### config.mk
export PLATFORM = sky130hd
export DESIGN_NAME = pbpi_bus_pins
export DESIGN_NICKNAME = d
export VERILOG_FILES = /design/src/core/pbpi_pkg.sv /design/src/core/pbpi_skid_buf.sv /design/src/core/pbpi_bus_pins.sv
export SDC_FILE = /design/constraint.sdc
export NUM_CORES = 1
export LEC_CHECK = 0
export BUFFER_PORTS_ARGS = -buffer_cell sky130_fd_sc_hd__clkbuf_2
export CAP_MARGIN = 20
export CORE_UTILIZATION = 53
export CTS_CLUSTER_DIAMETER = 150
export DETAILED_ROUTE_END_ITERATION = 6
export GPL_TIMING_DRIVEN = 0
export PLACE_DENSITY = 0.79
export SKIP_CTS_REPAIR_TIMING = 1
export SLEW_MARGIN = 40
export SYNTH_ARGS = -nofsm -noshare
export SYNTH_HDL_FRONTEND = slang
export SYNTH_SLANG_ARGS = --single-unit
### constraint.sdc
create_clock -name core_clk -period 2.9 [get_ports core_clk]
set_clock_uncertainty 0.15 [all_clocks]
set_input_delay 0.145 -clock core_clk [delete_from_list [all_inputs] [get_ports core_clk]]
set_output_delay 0.145 -clock core_clk [all_outputs]
set_load 0.005 [all_outputs]
### src/core/pbpi_pkg.sv
`default_nettype none
package pbpi_pkg;
  localparam int DATA_W = 16;
  localparam int ADDR_W = 24;
  localparam int IO_HI_LSB = 16;
  localparam logic [1:0] PHASE_RST = 2'h0;
  localparam int CLK_DIV = 2;
  typedef enum logic [2:0] {
    PBPI_MEM_RD = 3'b000,
    PBPI_MEM_WR = 3'b001,
    PBPI_IO_RD = 3'b010,
    PBPI_IO_WR = 3'b011,
    PBPI_INTA = 3'b100
  } pbpi_kind_e;
  typedef enum logic [1:0] {
    PBPI_SZ_WORD = 2'b00,
    PBPI_SZ_UPPER = 2'b01,
    PBPI_SZ_LOWER = 2'b10
  } pbpi_size_e;
  typedef enum logic [1:0] {
    PBPI_IDLE = 2'b00,
    PBPI_ADDR = 2'b01,
    PBPI_DATA = 2'b10
  } pbpi_state_e;
endpackage
`default_nettype wire

### src/core/pbpi_skid_buf.sv
`timescale 1ns/1ps
`default_nettype none
module pbpi_skid_buf #(
  parameter int WIDTH = 16
) (
  input wire logic core_clk,
  input wire logic rst_n,
  input wire logic inValid,
  output logic inReady,
  input wire logic [WIDTH-1:0] inData,
  output logic outValid,
  input wire logic outReady,
  output logic [WIDTH-1:0] outData
);
  logic [WIDTH-1:0] slot0;
  logic [WIDTH-1:0] slot1;
  logic [1:0] count;
  logic [WIDTH-1:0] next_slot0;
  logic [WIDTH-1:0] next_slot1;
  logic [1:0] next_count;
  logic push;
  logic pop;

  assign inReady = (count != 2'h2);
  assign outValid = (count != 2'h0);
  assign outData = slot0;
  assign push = inValid && inReady;
  assign pop = outValid && outReady;

  always_comb begin
    next_slot0 = slot0;
    next_slot1 = slot1;
    next_count = count;
    if (pop) begin
      next_slot0 = slot1;
      next_count = next_count - 2'h1;
    end
    if (push) begin
      // write lands in the first free slot after any pop
      if (next_count == 2'h0) begin
        next_slot0 = inData;
      end else begin
        next_slot1 = inData;
      end
      next_count = next_count + 2'h1;
    end
  end

  always_ff @(posedge core_clk or negedge rst_n) begin
    if (!rst_n) begin
      slot0 <= '0;
      slot1 <= '0;
      count <= 2'h0;
    end else begin
      slot0 <= next_slot0;
      slot1 <= next_slot1;
      count <= next_count;
    end
  end
endmodule // pbpi_skid_buf
`default_nettype wire

### src/core/pbpi_bus_pins.sv
`timescale 1ns/1ps
`default_nettype none
module pbpi_bus_pins #(
  parameter int DATA_W = pbpi_pkg::DATA_W,
  parameter int ADDR_W = pbpi_pkg::ADDR_W
) (
  input wire logic core_clk,
  input wire logic rst_n,
  input wire logic resetPin,
  output logic procClkPhase,
  input wire logic reqValid,
  output logic reqReady,
  input wire logic [2:0] reqKind,
  input wire logic [1:0] reqSize,
  input wire logic [ADDR_W-1:0] reqAddr,
  input wire logic [DATA_W-1:0] reqWrData,
  output logic rspValid,
  input wire logic rspReady,
  output logic [DATA_W-1:0] rspData,
  input wire logic holdAck,
  output logic [ADDR_W-1:0] address_lines,
  output logic addrOe,
  output logic upper_byte_lane_enable_n,
  output logic byteEnOe,
  input wire logic [DATA_W-1:0] dataIn,
  output logic [DATA_W-1:0] dataOut,
  output logic dataOe,
  input wire logic busDone
);
  pbpi_pkg::pbpi_state_e state;
  pbpi_pkg::pbpi_state_e next_state;
  logic resetSync0;
  logic resetSync1;
  logic resetSync2;
  logic holdSync0;
  logic holdSync1;
  logic doneSync0;
  logic doneSync1;
  logic [DATA_W-1:0] dinSync0;
  logic [DATA_W-1:0] dinSync1;
  logic phase;
  logic next_phase;
  logic [ADDR_W-1:0] addrReg;
  logic [ADDR_W-1:0] next_addrReg;
  logic byteEnN;
  logic next_byteEnN;
  logic [DATA_W-1:0] wrData;
  logic [DATA_W-1:0] next_wrData;
  logic isWrite;
  logic next_isWrite;
  logic [DATA_W-1:0] capData;
  logic capValid;
  logic capReady;
  logic [ADDR_W-1:0] cycAddr;
  logic cycIo;
  logic cycWrite;
  logic cycByteEnN;
  logic [DATA_W-1:0] dataHeld;
  logic [DATA_W-1:0] next_dataHeld;

  always_ff @(posedge core_clk or negedge rst_n) begin
    if (!rst_n) begin
      resetSync0 <= 1'b0;
      resetSync1 <= 1'b0;
      resetSync2 <= 1'b0;
      holdSync0 <= 1'b0;
      holdSync1 <= 1'b0;
      doneSync0 <= 1'b0;
      doneSync1 <= 1'b0;
      dinSync0 <= '0;
      dinSync1 <= '0;
    end else begin
      resetSync0 <= resetPin;
      resetSync1 <= resetSync0;
      resetSync2 <= resetSync1;
      holdSync0 <= holdAck;
      holdSync1 <= holdSync0;
      doneSync0 <= busDone;
      doneSync1 <= doneSync0;
      dinSync0 <= dataIn;
      dinSync1 <= dinSync0;
    end
  end

  // halving toggle; a low-to-high on the reset pin forces a known phase
  always_comb begin
    next_phase = ~phase;
    if (resetSync1 && !resetSync2) begin
      next_phase = pbpi_pkg::PHASE_RST[0];
    end
  end
  assign procClkPhase = phase;

  // decode the request into pin values
  always_comb begin
    cycIo = (reqKind == pbpi_pkg::PBPI_IO_RD) || (reqKind == pbpi_pkg::PBPI_IO_WR);
    cycWrite = (reqKind == pbpi_pkg::PBPI_MEM_WR) || (reqKind == pbpi_pkg::PBPI_IO_WR);
    cycAddr = reqAddr;
    if (cycIo) begin
      cycAddr[ADDR_W-1:pbpi_pkg::IO_HI_LSB] = '0;
    end
    // word and lower-lane drive bit zero low, upper-lane drives it high
    if (reqSize == pbpi_pkg::PBPI_SZ_UPPER) begin
      cycAddr[0] = 1'b1;
    end else begin
      cycAddr[0] = 1'b0;
    end
    cycByteEnN = (reqSize == pbpi_pkg::PBPI_SZ_LOWER);
  end

  // only start when the bus is ours and the buffer can take the read word
  assign reqReady = (state == pbpi_pkg::PBPI_IDLE) && !holdSync1 && capReady;

  always_comb begin
    next_state = state;
    next_addrReg = addrReg;
    next_byteEnN = byteEnN;
    next_wrData = wrData;
    next_isWrite = isWrite;
    next_dataHeld = dataHeld;
    capValid = 1'b0;
    case (state)
      pbpi_pkg::PBPI_IDLE: begin
        if (reqValid && reqReady) begin
          next_addrReg = cycAddr;
          next_byteEnN = cycByteEnN;
          next_wrData = reqWrData;
          next_isWrite = cycWrite;
          next_state = pbpi_pkg::PBPI_ADDR;
        end
      end
      pbpi_pkg::PBPI_ADDR: begin
        if (isWrite) begin
          next_dataHeld = wrData;
        end
        next_state = pbpi_pkg::PBPI_DATA;
      end
      pbpi_pkg::PBPI_DATA: begin
        if (doneSync1) begin
          if (!isWrite) begin
            capValid = 1'b1;
            next_dataHeld = dinSync1;
          end
          next_state = pbpi_pkg::PBPI_IDLE;
        end
      end
      default: begin
        next_state = pbpi_pkg::PBPI_IDLE;
      end
    endcase
  end
  assign capData = dinSync1;

  always_ff @(posedge core_clk or negedge rst_n) begin
    if (!rst_n) begin
      phase <= 1'b0;
      state <= pbpi_pkg::PBPI_IDLE;
      addrReg <= '0;
      byteEnN <= 1'b1;
      wrData <= '0;
      isWrite <= 1'b0;
      dataHeld <= '0;
    end else begin
      phase <= next_phase;
      state <= next_state;
      addrReg <= next_addrReg;
      byteEnN <= next_byteEnN;
      wrData <= next_wrData;
      isWrite <= next_isWrite;
      dataHeld <= next_dataHeld;
    end
  end

  // pin drivers; address and lane values stay put while floating, data holds the last word written or read so the bus keeps its last level
  assign address_lines = addrReg;
  assign addrOe = !holdSync1;
  assign upper_byte_lane_enable_n = byteEnN;
  assign byteEnOe = !holdSync1;
  assign dataOut = dataHeld;
  assign dataOe = !holdSync1 && isWrite && (state == pbpi_pkg::PBPI_DATA);

  // a stalled consumer cannot lose a read word: start is held off while full
  pbpi_skid_buf #(
    .WIDTH(DATA_W)
  ) u_rsp_buf (
    .core_clk(core_clk),
    .rst_n(rst_n),
    .inValid(capValid),
    .inReady(capReady),
    .inData(capData),
    .outValid(rspValid),
    .outReady(rspReady),
    .outData(rspData)
  );
endmodule // pbpi_bus_pins
`default_nettype wire

==> summary.txt <==
Run status
  – Status: finished clean

Synth
  – Simple-Gate Fraction of Synth Area: 3.172%
  – Multiplexer share of the synthesized area: 27.51%
  – Sequential fraction of the synthesis area: 63.47%
  – Synth warn: 0
  – Compound-cell area share of the yosys netlist: 1.870%
  – Flops & latches, synth: 134
  – Synth Cell Area: 5285 um2
  – Largest family of logic cells by synthesized area: multiplexers
  – Post-synthesis area per instance: 16.94 um2
  – Xor/xnor share of the synthesized area: 0.3314%
  – Adder-Cell Fraction of Synth Area: 0.7102%
  – Synth unique cells: 28
  – Synth Instances: 312
  – Mapped Nets: 383

Run
  – Max Cap Viol: 0

Die
  – Starting Density: 54.32%
  – Std-Cell Rows: 36
  – DIE HEIGHT: 101.9 um
  – I/O pin total: 131
  – Die area: 10380 um2
  – Die width: 101.9 um
  – Core footprint: 9729 um2

Global route
  – First-pass GRT wire length: 15750 um
  – Antenna violations before repair: 1
  – Total global routing overflow: 0
  – All-Layer GR Usage: 21.06%
  – Vias in the first global route: 3173
  – Largest net degree at the start of global routing: 70

STA
  – Least-Margin Pin Slew: 664.5 ps
  – FMAX: 362.9 MHz
  – Finish-stage setup viols: 0
  – Setup slack after layout: 144.2 ps
  – TNS Setup: 0 ps
  – Fin crit share: 95.03%
  – Slew Viols, Final: 0
  – Minimum clock period: 2756 ps
  – Final Hold Viols: 0
  – Max-slew headroom: 55.37%
  – RSZ-0062 raised after global routing: no

Setup path
  – Crit path launch type: register
  – Crit. End Element: register
  – Launch point of the worst path: u_rsp_buf.count[1]
  – Req. time, crit path: 3150 ps
  – Reg-to-Reg Start: u_rsp_buf.count[1]
  – R2r setup slk: 140 ps
  – Critical path class: register to register
  – Critical Path Fanout Max: 10
  – Path depth of the worst reg2reg path: 12
  – Data arrival, critical path: 3000 ps
  – Setup crit end: u_rsp_buf.slot1[10]
  – Reg2reg end: u_rsp_buf.slot1[10]

Placed design
  – GPL Wtd Cong: 0.7079
  – Hpwl dp: 6957 um
  – Dpl ws: -180.0 ps
  – I/O Buffers: 128

Power
  – VDD IR-drop max: 0.0005710 V
  – Final Power: 7.193 mW
  – PwrDens: 977.3 nW/um2
  – Static Leak: 3.653 nW

Clocking
  – CTS max path bufs: 2
  – CTS tree: done
  – Clock sinks: 134
  – H-tree depth: 4
  – Clk root buf: clkbuf_8
  – Clk slew on worst S/H paths: 60 ps
  – CTS Buf Count: 17
  – Worst-Skew Late Latency: 520 ps

Route
  – WL/cell: 16.82 um
  – 1st-pass router iterations: 4
  – ANT nets after route: 0
  – # DRC: 0
  – Routed WL: 11320 um
  – Total number of vias: 3313
  – 1st-iter DRT viols: 117
  – Via density: 4.923

Final layout
  – Layout cells sized above 1: 56.22%
  – Final Util: 75.66%
  – Layout area overhead: 39.28%
  – # nets final: 597

Hold path
  – Worst hold-check path type: input port to async pin
-- cell families (layout without fill, tap and decap cells) --
kind of cell,after synthesis,count (layout)
DFF,134,134
muxes,116,116
buffers and inverters,24,251
and+or+nand+nor,22,22
xor gates and xnor gates,2,2
adders and majority gates,3,3
AOI/OAI and AO/OA,11,11
other,0,1
-- placed cells by master (no fill, tap or decap), types with 2 or more instances in the layout --
cell,count
clkbuf_1,2
ha_1,2
nor2b_1,2
clkbuf_8,7
xnor2_1,2
buf_4,3
buf_12,2
nand2b_1,4
clkbuf_16,16
mux2_4,40
clkbuf_2,127
buf_2,4
clkinv_2,5
buf_1,3
mux2_2,74
clkinvlp_4,3
nand4_1,8
a21bo_2,8
dlygate4sd3_1,64
dfrtp_1,133
inv_1,8
buf_6,6
-- report_power, final --
part / total, mW / internal [mW] / switching, mW
Clock: 1.90 / 1.16 / 0.748
Sequential: 2.93 / 2.55 / 0.378
Combinational: 2.36 / 1.51 / 0.846
-- per-layer routing --
metal / part of all wire (%) / track usage, %
met4: 2.0 / 8.462
met1: 42 / 27.24
met2: 51 / 32.85
met3: 4.8 / 7.319
met5: 0 / 0
-- synthesized netlist by cell type (all sizes together) --
| cell type | number | area (um2) |
|---|---|---|
| dfrtp | 133 | 3328 |
| mux2 | 114 | 1434 |
| buf | 16 | 125.1 |
| a21bo | 8 | 80.08 |
| inv | 8 | 30.03 |
| nand4 | 8 | 50.05 |
| nand2b | 4 | 25.02 |
| ha | 3 | 37.54 |
| mux2i | 2 | 20.02 |
| nor2b | 2 | 12.51 |
| o21ai | 2 | 13.76 |
| xnor2 | 2 | 17.52 |
| a21oi | 1 | 5.000 |
| dfstp | 1 | 26.28 |
| nand2 | 1 | 11.26 |
| nand4bb | 1 | 16.27 |
| nor2 | 1 | 3.750 |
| nor3 | 1 | 5.000 |
| nor4 | 1 | 21.27 |
| or2b | 1 | 7.510 |
| or3 | 1 | 6.260 |
| or3b | 1 | 8.760 |
-- metrics by stage --
step | cells | hold slack (ps) | cell area [um2]
final | 673 | 38.47 | 7361
after global routing | 673 | 78.33 | 7361
after CTS | 606 | -513.3 | 6666
after detailed placement | 574 | 40.97 | 6128
after global placement | 573 | 103.1 | 6092
after floorplan | 312 | -300.6 | 5285
-- how the worst min path moves through the flow --
stage                                  to  slack (ps)       start  depth (start not counted)
global route        u_rsp_buf.outData[14]          80       rst_n                          2
finish              u_rsp_buf.outData[14]          40       rst_n                          2
detailed placement  u_rsp_buf.outData[14]          40       rst_n                          1
floorplan                address_lines[0]        -300       rst_n                          0
CTS                 u_rsp_buf.outData[14]        -510       rst_n                          1
global placement             dinSync0[14]         100  dataIn[14]                          1
-- final cells by class --
cell class | count | area [um2]
antenna | 1 | 2.502
buffer | 16 | 146.4
clock buffer | 24 | 490.5
clock inverter | 8 | 47.55
fill | 617 | 2369
inverter | 8 | 30.03
multi-input combinational | 154 | 1790
sequential | 134 | 3354
tap | 133 | 166.4
timing repair buffer | 195 | 1333
-- sequential cells by signal, summed over array words and instances (netlist names), 2 cells and up --
name,cells
u_rsp_buf.slot1,16
dataOut,16
address_lines,24
u_rsp_buf.outData,16
wrData,16
capData,16
u_rsp_buf.count,2
state,2
dinSync0,16
-- worst max-delay path: stages, from the launching register on --
cell and delay, ps:
dfrtp_1 380, inv_1 110, ha_2 210, nand2b_1 120, buf_6 120, buf_12 130, mux2i_4 220, inv_1 60
ha_1 180, or3_1 330, buf_2 180, buf_6 170, mux2_2 280
Note: power is estimated with default switching activity, not from simulation.
